$ cat src/inc/mstp_regs.vh
// How it works
// - two independent current loops, one per bridge and coil
// - comparator result switches bridge, edges aligned to pwm clock counter
// - pwm period fixed, from internal clock, no tuning input
// - dead time with all switches off between any two drive patterns
// - switch with high voltage longer than transition time is latched off
// - enable low: bridges off and pwm stopped, translator keeps working
// - enable high restarts regulation at present position currents
// - forward plus slow decay; fast decay when set-point dropped
// - set-point missed by 75% of period: top regulation, duty above half
// - top regulation flag kept per winding x and y
// - brake: both low sides of the position's active bridge on
// - resolution codes 000 sixteenth up to 100 full step
// - reset gives sixteenth step at position 8, steps of one
// - coarser resolution clears low bits, rounds by direction
// - finer resolution keeps position, new low bits zero
// - resolution change applies only at the next step trigger
// - each trigger moves to next grid position in chosen direction
// - full step uses 0, 16, 32, 48 with one coil only
// - position maps to cosine x and sine y set-points
// - coarse modes use every 2nd, 4th, 8th, 16th table entry
// - serial bits sampled at rising serial clock while select low
// - direction is pin xor polarity bit
// - step on rising step pin or soft request, request self-clears
// - position write applies at once whatever the resolution
`ifndef MSTP_REGS_VH
`define MSTP_REGS_VH
`define MSTP_POS_RESET 6'h08
`define MSTP_RES_16 3'h0
`define MSTP_RES_8 3'h1
`define MSTP_RES_4 3'h2
`define MSTP_RES_2 3'h3
`define MSTP_RES_FULL 3'h4
`define MSTP_CLK_NS 100
`define MSTP_PWM_PERIOD_NS 50000
`define MSTP_TRANS_NS 2000
`define MSTP_DEAD_NS 300
`define MSTP_G_HSA 3
`define MSTP_G_LSA 2
`define MSTP_G_HSB 1
`define MSTP_G_LSB 0
`define MSTP_G_BRAKE 4'h5
`endif

$ cat src/rtl/mstp_top.v
`timescale 1ns/100ps
`include "mstp_regs.vh"

module mstp_coil_loop #(
  parameter PERIOD = 500,
  parameter TRANS = 20,
  parameter DEAD = 3
) (
  // clock and reset
  input wire clk_sys,
  input wire rst_n,
  // control
  input wire enable,
  input wire brake_on,
  input wire [9:0] mag,
  input wire neg,
  input wire [9:0] pwm_cnt,
  // sensing, already synchronised
  input wire cur_high,
  input wire [3:0] vds_high,
  // bridge
  output reg [3:0] gate_reg,
  output reg top_reg,
  output reg fast_reg,
  output reg [3:0] fault_reg
);
  localparam HALF_I = PERIOD / 2;
  localparam THREE_Q_I = (PERIOD * 3) / 4;
  localparam [9:0] HALF = HALF_I[9:0];
  localparam [9:0] THREE_Q = THREE_Q_I[9:0];
  localparam [7:0] DEAD_C = DEAD[7:0];
  localparam [7:0] TRANS_C = TRANS[7:0];

  reg on_reg;
  reg [9:0] mag_last_reg;
  reg [7:0] dead_reg;
  reg [3:0] des;
  wire [3:0] fwd;
  wire [3:0] rev;
  genvar g;

  assign fwd = neg ? 4'hA ^ 4'hC : 4'h9;
  assign rev = neg ? 4'h9 : 4'h6;

  // on at period start, off at comparator trip
  always @(posedge clk_sys or negedge rst_n)
  begin
    if (!rst_n)
    begin
      on_reg <= 1'b0;
      top_reg <= 1'b0;
      fast_reg <= 1'b0;
      mag_last_reg <= 10'h000;
    end
    else if (!enable)
    begin
      on_reg <= 1'b0;
      top_reg <= 1'b0;
      fast_reg <= 1'b0;
      mag_last_reg <= 10'h000;
    end
    else if (pwm_cnt == 10'h000)
    begin
      on_reg <= (mag != 10'h000);
      fast_reg <= (mag < mag_last_reg);
      mag_last_reg <= mag;
    end
    else
    begin
      // in top mode decay never starts before half period
      if (on_reg && cur_high && (!top_reg || pwm_cnt >= HALF))
        on_reg <= 1'b0;
      if (on_reg && !cur_high && pwm_cnt == THREE_Q - 10'h001)
        top_reg <= 1'b1;
      else if (on_reg && cur_high && pwm_cnt < HALF)
        top_reg <= 1'b0;
    end
  end

  always @*
  begin
    if (!enable)
      des = 4'h0;
    else if (brake_on)
      des = `MSTP_G_BRAKE;
    else if (on_reg)
      des = fwd;
    else if (fast_reg)
      des = rev;
    else
      des = `MSTP_G_BRAKE;
    des = des & ~fault_reg;
  end

  // interlock: all off for the dead time on every pattern change
  always @(posedge clk_sys or negedge rst_n)
  begin
    if (!rst_n)
    begin
      gate_reg <= 4'h0;
      dead_reg <= 8'h00;
    end
    else if (des != gate_reg && gate_reg != 4'h0)
    begin
      gate_reg <= 4'h0;
      dead_reg <= DEAD_C;
    end
    else if (dead_reg != 8'h00)
      dead_reg <= dead_reg - 8'h01;
    else
      gate_reg <= des;
  end

  // short protection per switch, cleared only by disabling the motor
  generate
    for (g = 0; g < 4; g = g + 1)
    begin : g_sw
      reg [7:0] vcnt_reg;
      always @(posedge clk_sys or negedge rst_n)
      begin
        if (!rst_n)
        begin
          vcnt_reg <= 8'h00;
          fault_reg[g] <= 1'b0;
        end
        else if (!enable)
        begin
          vcnt_reg <= 8'h00;
          fault_reg[g] <= 1'b0;
        end
        else if (gate_reg[g] && vds_high[g])
        begin
          if (vcnt_reg >= TRANS_C)
            fault_reg[g] <= 1'b1;
          else
            vcnt_reg <= vcnt_reg + 8'h01;
        end
        else
          vcnt_reg <= 8'h00;
      end
    end
  endgenerate
endmodule

module mstp_top #(
  parameter CLK_NS = `MSTP_CLK_NS,
  parameter PWM_PERIOD_NS = `MSTP_PWM_PERIOD_NS
) (
  // clock and reset
  input wire clk_sys,
  input wire rst_n,
  // step and direction pins
  input wire step_pulse_in,
  input wire dir_pin,
  // serial pins
  input wire serial_clk,
  input wire serial_cs_n,
  input wire serial_in,
  // control bits
  input wire motor_drive_enable,
  input wire brake_request,
  input wire [2:0] step_resolution_sel,
  input wire direction_polarity,
  input wire soft_step_request,
  input wire pos_wr_en,
  input wire [5:0] pos_wr_data,
  // analog sense, asynchronous
  input wire cur_high_x,
  input wire cur_high_y,
  input wire [3:0] vds_high_x,
  input wire [3:0] vds_high_y,
  // status
  output reg [5:0] translator_position,
  output reg [2:0] res_in_force_reg,
  output wire full_step,
  output wire soft_step_pending,
  output reg dir_pin_state_reg,
  output reg [9:0] setpoint_x_reg,
  output reg setpoint_x_neg_reg,
  output reg [9:0] setpoint_y_reg,
  output reg setpoint_y_neg_reg,
  output wire top_reg_x,
  output wire top_reg_y,
  output wire fast_decay_x,
  output wire fast_decay_y,
  output wire [3:0] fault_x,
  output wire [3:0] fault_y,
  // serial receive
  output reg [7:0] serial_rx_data_reg,
  output reg serial_rx_valid_reg,
  // bridges
  output wire [3:0] gate_x,
  output wire [3:0] gate_y,
  output reg bridge_hiz_reg
);
  localparam PERIOD = (PWM_PERIOD_NS + CLK_NS - 1) / CLK_NS;
  localparam TRANS = (`MSTP_TRANS_NS + CLK_NS - 1) / CLK_NS;
  localparam DEAD = (`MSTP_DEAD_NS + CLK_NS - 1) / CLK_NS;
  localparam [9:0] PERIOD_C = PERIOD[9:0];

  // two-flop synchronisers; stage 1 feeds only stage 2
  reg [7:0] s1_reg;
  reg [7:0] s2_reg;
  reg [15:0] v1_reg;
  reg [15:0] v2_reg;
  reg step_d_reg;
  reg sclk_d_reg;
  reg soft_pend_reg;
  reg [9:0] pwm_cnt_reg;
  reg [2:0] bit_cnt_reg;
  reg [7:0] shift_reg;
  reg [2:0] shift;
  reg [5:0] stride;
  reg [5:0] aligned;
  reg [5:0] pos_next;
  wire step_edge;
  wire step_now;
  wire dir_eff;
  wire sclk_rise;
  wire x_active;

  always @(posedge clk_sys or negedge rst_n)
  begin
    if (!rst_n)
    begin
      s1_reg <= 8'h00;
      s2_reg <= 8'h00;
      v1_reg <= 16'h0000;
      v2_reg <= 16'h0000;
      step_d_reg <= 1'b0;
      sclk_d_reg <= 1'b0;
    end
    else
    begin
      s1_reg <= {2'h0, cur_high_y, cur_high_x, serial_in, serial_cs_n, serial_clk, step_pulse_in};
      s2_reg <= s1_reg;
      v1_reg <= {vds_high_y, vds_high_x, 8'h00} | {8'h00, 7'h00, dir_pin};
      v2_reg <= v1_reg;
      step_d_reg <= s2_reg[0];
      sclk_d_reg <= s2_reg[1];
    end
  end

  assign step_edge = s2_reg[0] & ~step_d_reg;
  assign step_now = step_edge | soft_pend_reg;
  assign dir_eff = v2_reg[0] ^ direction_polarity;
  assign soft_step_pending = soft_pend_reg;
  assign full_step = (res_in_force_reg >= `MSTP_RES_FULL);

  // resolution to grid stride; unused codes act as full step
  always @*
  begin
    case (step_resolution_sel)
      `MSTP_RES_16: shift = 3'h0;
      `MSTP_RES_8: shift = 3'h1;
      `MSTP_RES_4: shift = 3'h2;
      `MSTP_RES_2: shift = 3'h3;
      default: shift = 3'h4;
    endcase
    stride = 6'h01 << shift;
    aligned = translator_position & ~(stride - 6'h01);
    if (aligned != translator_position)
      pos_next = dir_eff ? aligned + stride : aligned;
    else
      pos_next = dir_eff ? translator_position + stride : translator_position - stride;
  end

  always @(posedge clk_sys or negedge rst_n)
  begin
    if (!rst_n)
    begin
      translator_position <= `MSTP_POS_RESET;
      res_in_force_reg <= `MSTP_RES_16;
      soft_pend_reg <= 1'b0;
      dir_pin_state_reg <= 1'b0;
    end
    else
    begin
      dir_pin_state_reg <= v2_reg[0];
      // a new request in the step cycle is kept for the next step
      soft_pend_reg <= soft_step_request | (soft_pend_reg & ~step_now);
      if (pos_wr_en)
        translator_position <= pos_wr_data;
      else if (step_now)
      begin
        translator_position <= pos_next;
        res_in_force_reg <= step_resolution_sel;
      end
    end
  end

  // quarter-wave table in tenths of a percent
  function [9:0] qsin;
    input [4:0] k;
    begin
      case (k)
        5'd0: qsin = 10'd0;
        5'd1: qsin = 10'd98;
        5'd2: qsin = 10'd195;
        5'd3: qsin = 10'd290;
        5'd4: qsin = 10'd383;
        5'd5: qsin = 10'd471;
        5'd6: qsin = 10'd556;
        5'd7: qsin = 10'd634;
        5'd8: qsin = 10'd707;
        5'd9: qsin = 10'd773;
        5'd10: qsin = 10'd831;
        5'd11: qsin = 10'd882;
        5'd12: qsin = 10'd924;
        5'd13: qsin = 10'd957;
        5'd14: qsin = 10'd981;
        5'd15: qsin = 10'd995;
        default: qsin = 10'd1000;
      endcase
    end
  endfunction

  wire [4:0] idx = {1'b0, translator_position[3:0]};
  wire [4:0] cidx = 5'h10 - idx;

  always @(posedge clk_sys or negedge rst_n)
  begin
    if (!rst_n)
    begin
      setpoint_x_reg <= 10'h000;
      setpoint_x_neg_reg <= 1'b0;
      setpoint_y_reg <= 10'h000;
      setpoint_y_neg_reg <= 1'b0;
    end
    else
    begin
      setpoint_x_reg <= translator_position[4] ? qsin(idx) : qsin(cidx);
      setpoint_y_reg <= translator_position[4] ? qsin(cidx) : qsin(idx);
      setpoint_x_neg_reg <= translator_position[5] ^ translator_position[4];
      setpoint_y_neg_reg <= translator_position[5];
    end
  end

  // shared pwm clock keeps both loops aligned; held at zero when disabled
  always @(posedge clk_sys or negedge rst_n)
  begin
    if (!rst_n)
      pwm_cnt_reg <= 10'h000;
    else if (!motor_drive_enable || pwm_cnt_reg == PERIOD_C - 10'h001)
      pwm_cnt_reg <= 10'h000;
    else
      pwm_cnt_reg <= pwm_cnt_reg + 10'h001;
  end

  always @(posedge clk_sys or negedge rst_n)
  begin
    if (!rst_n)
      bridge_hiz_reg <= 1'b1;
    else
      bridge_hiz_reg <= ~motor_drive_enable;
  end

  assign x_active = (setpoint_x_reg >= setpoint_y_reg);

  mstp_coil_loop #(.PERIOD(PERIOD), .TRANS(TRANS), .DEAD(DEAD)) u_loop_x (
    .clk_sys(clk_sys),
    .rst_n(rst_n),
    .enable(motor_drive_enable),
    .brake_on(brake_request & x_active),
    .mag(setpoint_x_reg),
    .neg(setpoint_x_neg_reg),
    .pwm_cnt(pwm_cnt_reg),
    .cur_high(s2_reg[4]),
    .vds_high(v2_reg[11:8]),
    .gate_reg(gate_x),
    .top_reg(top_reg_x),
    .fast_reg(fast_decay_x),
    .fault_reg(fault_x)
  );

  mstp_coil_loop #(.PERIOD(PERIOD), .TRANS(TRANS), .DEAD(DEAD)) u_loop_y (
    .clk_sys(clk_sys),
    .rst_n(rst_n),
    .enable(motor_drive_enable),
    .brake_on(brake_request & ~x_active),
    .mag(setpoint_y_reg),
    .neg(setpoint_y_neg_reg),
    .pwm_cnt(pwm_cnt_reg),
    .cur_high(s2_reg[5]),
    .vds_high(v2_reg[15:12]),
    .gate_reg(gate_y),
    .top_reg(top_reg_y),
    .fast_reg(fast_decay_y),
    .fault_reg(fault_y)
  );

  // serial receive; clock must stay well below clk_sys/4
  assign sclk_rise = s2_reg[1] & ~sclk_d_reg & ~s2_reg[2];

  always @(posedge clk_sys or negedge rst_n)
  begin
    if (!rst_n)
    begin
      bit_cnt_reg <= 3'h0;
      shift_reg <= 8'h00;
      serial_rx_data_reg <= 8'h00;
      serial_rx_valid_reg <= 1'b0;
    end
    else
    begin
      serial_rx_valid_reg <= 1'b0;
      if (s2_reg[2])
        bit_cnt_reg <= 3'h0;
      else if (sclk_rise)
      begin
        shift_reg <= {shift_reg[6:0], s2_reg[3]};
        bit_cnt_reg <= bit_cnt_reg + 3'h1;
        if (bit_cnt_reg == 3'h7)
        begin
          serial_rx_data_reg <= {shift_reg[6:0], s2_reg[3]};
          serial_rx_valid_reg <= 1'b1;
        end
      end
    end
  end
endmodule

$ cat config.mk
export PLATFORM = sky130hd
export DESIGN_NAME = mstp_top
export DESIGN_NICKNAME = d
export VERILOG_FILES = /design/src/rtl/mstp_top.v
export VERILOG_INCLUDE_DIRS = /design/src /design/src/inc
export SDC_FILE = /design/constraint.sdc
export NUM_CORES = 1
export LEC_CHECK = 0
export ABC_AREA = 1
export BUFFER_PORTS_ARGS = -buffer_cell sky130_fd_sc_hd__buf_4
export CAP_MARGIN = 20
export CORE_UTILIZATION = 55
export DETAILED_ROUTE_END_ITERATION = 7
export PLACE_DENSITY = 0.81
export SETUP_SLACK_MARGIN = 0.15
export SLEW_MARGIN = 5
export SYNTH_ARGS = -nofsm -noshare
export SYNTH_HDL_FRONTEND = slang
export SYNTH_SLANG_ARGS = --single-unit
$ cat constraint.sdc
create_clock -name clk_sys -period 5 [get_ports clk_sys]
set_clock_uncertainty 0.05 [all_clocks]
set_input_delay 0.75 -clock clk_sys [delete_from_list [all_inputs] [get_ports clk_sys]]
set_output_delay 0.75 -clock clk_sys [all_outputs]
set_load 0.1 [all_outputs]
Word level (Yosys, flattened, before mapping)

Memories as Yosys holds them, arrays and structs flattened.
Index checks and enable logic that the tools add are counted.

Multiply operators: 0
Add/subtract/negate cells: 17
Shift operators: 1
Eq/ne operators: 41
Reductions and logical operators: 53
Bitwise logic cells: 24
$lt $le $gt $ge: 14
Muxes and demuxes: 106
Divide/modulo/power cells: 0

Operator list:

| kind                    | number |
|---|---|
| $mux W8                 | 28 |
| $mux W10                | 9 |
| $add A8 B1 Y8 const B   | 8 |
| $ge A8 B5 Y1 const B    | 8 |
| $mux W4                 | 16 |
| $mux W1                 | 45 |
| $ne A2 B1 Y1 const B    | 19 |
| $mux W6                 | 5 |
| $ne A3 B3 Y1 const B    | 8 |
| $reduce_and A2 Y1       | 12 |
| $eq A10 B9 Y1 const B   | 2 |
| $logic_and A1 B1 Y1     | 20 |
| $lt A10 B10 Y1          | 2 |
| $reduce_bool A10 Y1     | 2 |
| $or A16 B1 Y16          | 1 |
| $reduce_bool A8 Y1      | 2 |
| $sub A8 B1 Y8 const B   | 2 |
| $add A6 B6 Y6           | 2 |
| $ne A3 B1 Y1 const B    | 4 |
| $pmux W3 S4             | 1 |
| $add A10 B1 Y10 const B | 1 |
| $ge A10 B10 Y1          | 1 |
| $ge A10 B8 Y1 const B   | 1 |
| $logic_not A10 Y1       | 1 |
| 28 further kinds        | 56 |

Memories: 4
Bits in read-only memories: 640
Output and inout bits: 64
Bits of input ports: 31
Word-level logic and storage cells: 308
Latch bits: 0
RAM bits: 0
Flip-flop bits (word level): 231

Memories:

| memory           | words | width | read ports | clocked after Yosys merged registers in | wr ports | line           | text |
|---|---|---|---|---|---|---|---|
| (name not given) | 16    | 10    | 1          | 0                                       | 0        | mstp_top.v:296 | `case (k)` |
| (name not given) | 16    | 10    | 1          | 0                                       | 0        | mstp_top.v:296 |  |
| (name not given) | 16    | 10    | 1          | 0                                       | 0        | mstp_top.v:296 |  |
| (name not given) | 16    | 10    | 1          | 0                                       | 0        | mstp_top.v:296 |  |

Depth between registers and ports, before layout

Gate-level depths: netlist of the first run.

Word-level depth: 11
Depth in mapped cells: 19
Depth with buffers taken out: 19

Modules after synthesis

A second synthesis of the first run with hierarchy kept.

Cell total of the unflattened synthesis: 1336
Area, all modules: 11158.2 um^2

By module, submodules not included:

| module         | seq. area each (um^2) | instances | area each (um^2) | cells each |
|---|---|---|---|---|
| mstp_coil_loop | 1526.5                | 2         | 3185.6           | 389 |
| mstp_top       | 2379.8                | 1         | 4787.1           | 558 |

Least setup slack after synthesis of the first run

No wires, ideal clock.

Path type: register to register
Start: register translator_position[1]
End: register setpoint_x_reg[5]
Stages on the path, launching flop included: 11
Setup time: 83 ps
Buffers on the path: 1
Required time: 4867 ps
Slack: 1940 ps
Clock period less this slack: 3060 ps
Data arrival time: 2928 ps
Path through: dfrtp_1 -> inv_1 -> ha_1 -> inv_1 -> ha_1 -> clkbuf_1 -> inv_1 -> nor2_1 -> o311ai_0 -> nand2_1 -> o21ai_0

Longest elaborated chain between the ends: 4
Elaborated cells between the ends (all ways): 5
Classes of those cells: 1 x add/sub; 2 x mux; 2 x memory

Ends and longest elaborated chain:

| element                | line           | text |
|---|---|---|
| start, declared        | mstp_top.v:173 | `output reg [5:0] translator_position,` |
| start signal, assigned | mstp_top.v:272 | `` translator_position <= `MSTP_POS_RESET; `` |
| start signal, assigned | mstp_top.v:283 | `translator_position <= pos_wr_data;` |
| start signal, assigned | mstp_top.v:286 | `translator_position <= pos_next;` |
| $sub A5 B4 Y5          | mstp_top.v:319 | `wire [4:0] cidx = 5'h10 - idx;` |
| $mem_v2 Z16 W10        | --             |  |
| $mux W10               | mstp_top.v:296 |  |
| $mux W10 *             | mstp_top.v:332 | `setpoint_x_reg <= translator_position[4] ? qsin(idx) : qsin(cidx);` |
| end signal, assigned   | mstp_top.v:332 |  |
| end, declared          | mstp_top.v:178 | `output reg [9:0] setpoint_x_reg,` |

Mark *: on every way between the ends. The rest lies on a longest branch, timed or not.
A chain may end at the register's enable or synchronous reset.

Final worst setup path of the first run

Start: register v2_reg[0]
End: register translator_position[5]

Longest elaborated chain between the ends: 5
Elaborated cells between the ends (all ways): 6
Classes of those cells: 5 x mux; 1 x bitwise

Ends and longest elaborated chain:

| element                           | line                           | text |
|---|---|---|
| start, declared                   | mstp_top.v:205                 | `reg [15:0] v2_reg;` |
| start signal, assigned            | mstp_top.v:238                 | `v2_reg <= v1_reg;` |
| $xor A1 B1 Y1 *                   | mstp_top.v:246                 | `assign dir_eff = v2_reg[0] ^ direction_polarity;` |
| $mux W6, on equally long branches | mstp_top.v:265, mstp_top.v:263 |  |
| $mux W6 *                         | mstp_top.v:262                 | `if (aligned != translator_position)` |
| $mux W6 *                         | mstp_top.v:284                 | `else if (step_now)` |
| $mux W6 *                         | mstp_top.v:282                 | `if (pos_wr_en)` |

Mark *: on every way between the ends. The rest lies on a longest branch, timed or not. The select of a mux whose other input is x is not followed.

==> results.toml, run 1 <==
[status]
status = "completed"

[global_routing]
grt_pass1_vias = 8313
gr-total-overflow = 0
grt_util_all_layers_pct = 23.4
grt_start_max_net_pins = 122
antenna_found_initial = 0
grt_pass1_wl_um = 38400

[setup_path]
cp-end-kind = "flip-flop"
worstSetupEndpoint = "translator_position[5]"
r2r_slack_ps = 2240
path_buf_inv = 0
r2r_end = "translator_position[5]"
cpMostUsedCell = "a21oi_1"
cp.required_ps = 5330
crit_type = "reg2reg"
path_cells = "or2_2 -> nand2_1 -> nor3_1 -> or2_2 -> ha_1 -> a21oi_1 -> nand2_1 -> a21oi_1 -> o21bai_1 -> a21oi_1 -> o21ai_0 -> nand3_1 -> nand3_1"
start_kind = "flip-flop"
r2r_start = "v2_reg[0]"
crit_fanout = 12
critPathMaxStageDelay_ps = 390
crit_arrival_ps = 3090
critPathTopFamily = "simple AND/OR/NAND/NOR gates"
critPathLaunch = "v2_reg[0]"
cp.depth = 13
r2r_cells = 13
cp_slowest_cell = "dfrtp_1"

[die]
die_area_sq_um = 20500
io_pins = 95
rows = 51
dieHeight_um = 143
fp.dieW_um = 143
fp.coreArea_sq_um = 19500
initial_core_util_pct = 56.2

[sta]
finalSetupViolCount = 0
fmax_mhz = 362
tightestPinTransition_ps = 900
fin_crit_ps = 2760
setup_ws_ps = 2240
hold_viol = 0
fin_crit_sh_pct = 55.2
relSlewSlack_pct = 40.0
rsz0062_at_grt = "no"
slew_violations = 0
fin_setup_tns_ps = 0

[drt]
antenna_left = 0
detail_route.wl_per_cell_um = 13.8
first_iter_violations = 523
drc = 0
wirelength_um = 22800
vias = 8595
dr.pass1.iters = 5
viasPerCell = 5.22

[hold_path]
hold_class = "in2async"

[layout]
nets = 1468
syn_to_final_growth_pct = 15.1
fillCellCount = 1576
drive_gt1_share_pct = 11.8
multi_input_area_sq_um = 4620
num_antenna_cells = 0
seq_area_sq_um = 5430

[yosys]
yosys-top-cells-area = "dfrtp_1, ha_1, nand2_1"
synth-async-reset-ratio_pct = 100
syn_area_per_cell_sq_um = 8.67
ys.warnings.count = 0
netlist_area_sq_um = 11000
synth_largest_area_cell = "dfrtp_1"
synth_ff_type = "dfrtp_1"
ys_types = 50
yosysSeqAreaShare_pct = 49.5
synth_cells = 1265
ys_ff_latch = 217
synth_edf_count = 0
synth_top_area_share_pct = 49.0
syn_nets = 1370

[place]
gp_congestion = 0.908
portBuffers = 94
post-place-ws_ps = 1840
hpwl_um = 16400

[cts]
clk_latency_ps = 510
htreeDepth = 1
ctsHoldBuffers = 0
clock-sinks = 217
clockBufferDepth = 3
clkTransAtPathRegs_ps = 60
cts_setup_buffers = 0
cts_tree = "done"
cts_resized = 0
cts-root-buf = "clkbuf_16"
numCtsBuffers = 23

[power]
leakage_nw = 6.17
ir_worst_vdd_v = 0.000468
p_per_area_nw_per_um2 = 441

[run]
drv_cap = 0
## cell families after synthesis
family	Yosys count	synth area share (%)
buffers and inverters	233	8.37
AOI/OAI and AO/OA	199	10.3
adders and majority gates	74	8.58
muxes	1	0.0912
xor gates and xnor gates	33	2.63
and+or+nand+nor	508	20.5
DFF	217	49.5
## report_power, final
| part | switching (W) | leakage [nW] | internal, W |
|---|---|---|---|
| registers | 0.000189 | 2.81 | 0.00191 |
| logic | 0.00139 | 3.01 | 0.000496 |
| clock network | 0.000660 | 0.349 | 0.000927 |
| total | 0.00223 | 6.17 | 0.00333 |
## through the flow
step	area [sq um]	power, W	hold WS [ps]	cells	util, %
after CTS	12600	0.00560	281	1645	64.6
after global placement	11900	0.00396	283	1603	61.0
final	12600	0.00557	261	1645	64.6
after floorplan	11000	0.00351	281	1265	-
after detailed placement	11900	0.00400	285	1603	61.0
after global routing	12600	0.00587	279	1645	64.6
## metal layers
metal  wire length (um)  share of wire [%]  GRT usage (%)
met5                  0                  0              0
met4                588                2.6           8.29
met3               1200                5.2           4.39
met2              10900                 48           38.9
met1              10100                 44           30.6
## Yosys cell counts, types with 6 or more instances
library cell  instances
nand2_1             235
or2_2                 9
nand3_1              74
o211ai_1             10
a21oi_1              36
xnor2_1              14
clkbuf_1             12
o21ai_0              94
nor3_1                8
nor2_1              120
o22ai_1              38
nand3b_1              8
nand2_2               6
inv_1               206
ha_1                 72
nand4_1              22
dfrtp_1             215
xor2_1               19
## layout by cell type, fill, tap and decap left out, types with 9 or more instances in the layout
master     count
a21oi_1       36
buf_4         93
clkbuf_16     23
dfrtp_1      215
ha_1          72
inv_1        206
nand2_1      235
nand3_1       74
nand4_1       22
nor2_1       120
o211ai_1      10
o21ai_0       94
o22ai_1       38
or2_2          9
xnor2_1       14
xor2_1        19
## worst reg2reg max path: stages, from the launching register on
cell	delay [ps]
dfrtp_1	390
or2_2	300
nand2_1	310
nor3_1	100
or2_2	290
ha_1	330
a21oi_1	160
nand2_1	100
a21oi_1	140
o21bai_1	90
a21oi_1	120
o21ai_0	100
nand3_1	90
nand3_1	70
## worst min path at each step
stage / start / endpoint / slack (ps) / cells after the start
after detailed placement: v1_reg[10] / v2_reg[10] / 280 / 0
after global placement: v1_reg[12] / v2_reg[12] / 280 / 0
after floorplan: s1_reg[0] / s2_reg[0] / 280 / 0
after CTS: vds_high_y[3] / v1_reg[15] / 280 / 1
final: rst_n / pwm_cnt_reg[9] / 260 / 1
after global routing: vds_high_y[3] / v1_reg[15] / 280 / 1
## area by class of cell
cell class / instances / share of cell area [%]
clock inverter: 6 / 0.287
tap: 265 / 2.63
multi-input combinational: 815 / 36.6
inverter: 211 / 6.29
clock buffer: 36 / 5.34
sequential: 217 / 43.0
timing repair buffer: 95 / 5.81
Power figures use the tool's default switching activity.
==> run 2: changes to the inputs <==
--- a/config.mk
+++ b/config.mk
@@ -9,9 +9,9 @@
 export ABC_AREA = 1
 export BUFFER_PORTS_ARGS = -buffer_cell sky130_fd_sc_hd__buf_4
 export CAP_MARGIN = 20
-export CORE_UTILIZATION = 55
+export CORE_UTILIZATION = 54
 export DETAILED_ROUTE_END_ITERATION = 7
-export PLACE_DENSITY = 0.81
+export PLACE_DENSITY = 0.83
 export SETUP_SLACK_MARGIN = 0.15
 export SLEW_MARGIN = 5
 export SYNTH_ARGS = -nofsm -noshare
==> constraint.sdc (replaced) <==
create_clock -name clk_sys -period 2.5 [get_ports clk_sys]
set_clock_uncertainty 0.05 [all_clocks]
set_input_delay 0.375 -clock clk_sys [delete_from_list [all_inputs] [get_ports clk_sys]]
set_output_delay 0.375 -clock clk_sys [all_outputs]
set_load 0.1 [all_outputs]
==> results.toml, run 2 (synthesized netlist as in run 1, its figures left out) <==
[layout]
syn_to_final_growth_pct = 23.4
final_common_cell = "nand2_1"
fillCellCount = 1412
drive_gt1_share_pct = 19.6
final_cell_mix = "nand2_1, inv_1, dfrtp_1"
num_antenna_cells = 0
final_core_util_pct = 68.6
nets = 1523

[setup_path]
crit_fanout = 7
cp_slowest_cell = "dfrtp_4"
path_cells = "inv_2 -> ha_4 -> nand2_2 -> inv_1 -> a21oi_4 -> nand3_4 -> nand2_8 -> nand3_1 -> nand2_1 -> nand2_1 -> nor2_2 -> nand2_2 -> nand2_4 -> nand2_2 -> nand2_1 -> nand2_1"
r2r_cells = 16
critPathMaxStageDelay_ps = 490
critPathTopFamily = "simple AND/OR/NAND/NOR gates"
r2r_end = "u_loop_x.dead_reg[0]"
start_kind = "flip-flop"
cp.required_ps = 2850
path_buf_inv = 2
cpMostUsedCell = "nand2_1"
r2r_start = "setpoint_y_reg[8]"
crit_arrival_ps = 2710
crit_type = "reg2reg"
cp-end-kind = "flip-flop"
r2r_slack_ps = 140

[sta]
fin_crit_sh_pct = 94.5
finalSetupViolCount = 0
slew_violations = 0
fin_setup_tns_ps = 0
fmax_mhz = 423
tightestPinTransition_ps = 768
fin_crit_ps = 2360
hold_viol = 0
setup_ws_ps = 137
rsz0062_at_grt = "yes"
relSlewSlack_pct = 48.3
timing.hold.ws_ps = 31.4

[drt]
topRoutingLayerUsed = "met4"
wirelength_um = 26100
first_iter_violations = 678
vias = 9289
detail_route.wl_per_cell_um = 15.3
wl_met1_um = 10700
viasPerCell = 5.46
dr.pass1.iters = 6
antenna_left = 0
drc = 0
routed-wl-met2_um = 12700
wl_met3_um = 1640

[cts]
clk_latency_ps = 510
clockBufferDepth = 3
cts-root-buf = "clkbuf_16"
clkTransAtPathRegs_ps = 60
cts_tree = "done"
htreeDepth = 1
numCtsBuffers = 24
clock-sinks = 217

[die]
initial_core_util_pct = 55.6
dieHeight_um = 145
io_pins = 95
rows = 51
fp.coreArea_sq_um = 19700
fp.dieW_um = 145
die_area_sq_um = 20900

[power]
p_per_area_nw_per_um2 = 916
clockPowerShare_pct = 28.5
p_comb_share_pct = 37.0
p_int_w = 0.00737
leakage_nw = 6.47
p_sw_w = 0.00503
pwr-share-seq_pct = 34.4
ir_worst_vdd_v = 0.000832
p_sw_share_pct = 40.5

[place]
hpwl_um = 17000
gp_congestion = 1.00
portBuffers = 94
post-place-ws_ps = 48.0

[global_routing]
antenna_found_initial = 0
grt_start_max_net_pins = 70
grt_pass1_wl_um = 40000
gr-total-overflow = 0
grt_pass1_vias = 8707
grt_util_all_layers_pct = 23.9

[run]
drv_cap = 0

[status]
status = "completed"

[hold_path]
hold_path_depth = 3
min_from = "pos_wr_data[1]"
min_delay_worst_endpoint = "translator_position[1]"
hold_class = "in2reg"
==> run 2: changes by cell type in the layout (fill, tap and decap cells not counted), sizes merged <==
cell | previous run | this run
bufinv | 0 | 2
dlygate4sd3 | 0 | 17
inv | 207 | 206
clkinv | 9 | 15
clkinvlp | 1 | 4
nand2 | 241 | 243
buf | 95 | 130
clkbuf | 36 | 28
==> run 2: cell type report <==
| type | count | area, sq um | share of cell area [%] |
|---|---|---|---|
| Sequential cell | 217 | 5510 | 40.7 |
| Clock buffer | 28 | 667 | 4.93 |
| Timing Repair Buffer | 147 | 1190 | 8.76 |
| Inverter | 211 | 812 | 6.00 |
| Multi-Input combinational cell | 817 | 4890 | 36.1 |
| Clock inverter | 16 | 144 | 1.06 |
| Tap cell | 265 | 332 | 2.45 |
==> run 2: how the worst max path moves through the flow <==
stage | start | to | slack (ps) | cells past startpoint
after floorplan | translator_position[2] | translator_position[5] | 150 | 12
after global placement | direction_polarity | translator_position[5] | 60 | 15
after detailed placement | direction_polarity | translator_position[5] | 50 | 15
after CTS | setpoint_y_reg[5] | u_loop_y.dead_reg[5] | 130 | 17
after global routing | setpoint_y_reg[9] | u_loop_x.dead_reg[0] | -10 | 16
final | setpoint_y_reg[8] | u_loop_x.dead_reg[0] | 140 | 16
==> run 2: repair_timing <==
item	CTS	global route
setup buffers	0	13
setup endpoints to repair	21	32
endpoints found under the hold margin	80	0
gates cloned	0	2
pin swaps	1	23
resized for setup	5	65
hold buffers	17	0
==> run 2: layer usage <==
layer  vias to the layer above  track usage (%)
met5                         -                0
met4                         0             9.58
met3                        85             4.37
met2                       367             40.3
met1                      4438             30.4
li1                       4399                -
==> run 2: worst register-to-register path: cells and delay by family, from the launching register on <==
kind | cells | cell delay [ps]
AOI/OAI and AO/OA | 1 | 200
and+or+nand+nor | 12 | 1150
buffers and inverters | 2 | 180
DFF | 1 | 490
adders and majority gates | 1 | 200
==> run 2: power groups by stage <==
stage                     logic, W  clock network, W  registers, W
after floorplan            0.00158                 0       0.00555
after global placement     0.00383                 0       0.00425
after detailed placement   0.00391                 0       0.00426
after CTS                  0.00398           0.00361       0.00420
after global routing       0.00490           0.00377       0.00429
final                      0.00459           0.00354       0.00427
==> run 2: through the flow <==
step	std cells	power, W	instance area, sq um
2_1_floorplan	1265	0.00713	11000
3_3_place_gp	1625	0.00807	12200
3_5_place_dp	1625	0.00817	12200
4_1_cts	1686	0.0118	13200
5_1_grt	1701	0.0130	13500
6_report	1701	0.0124	13500
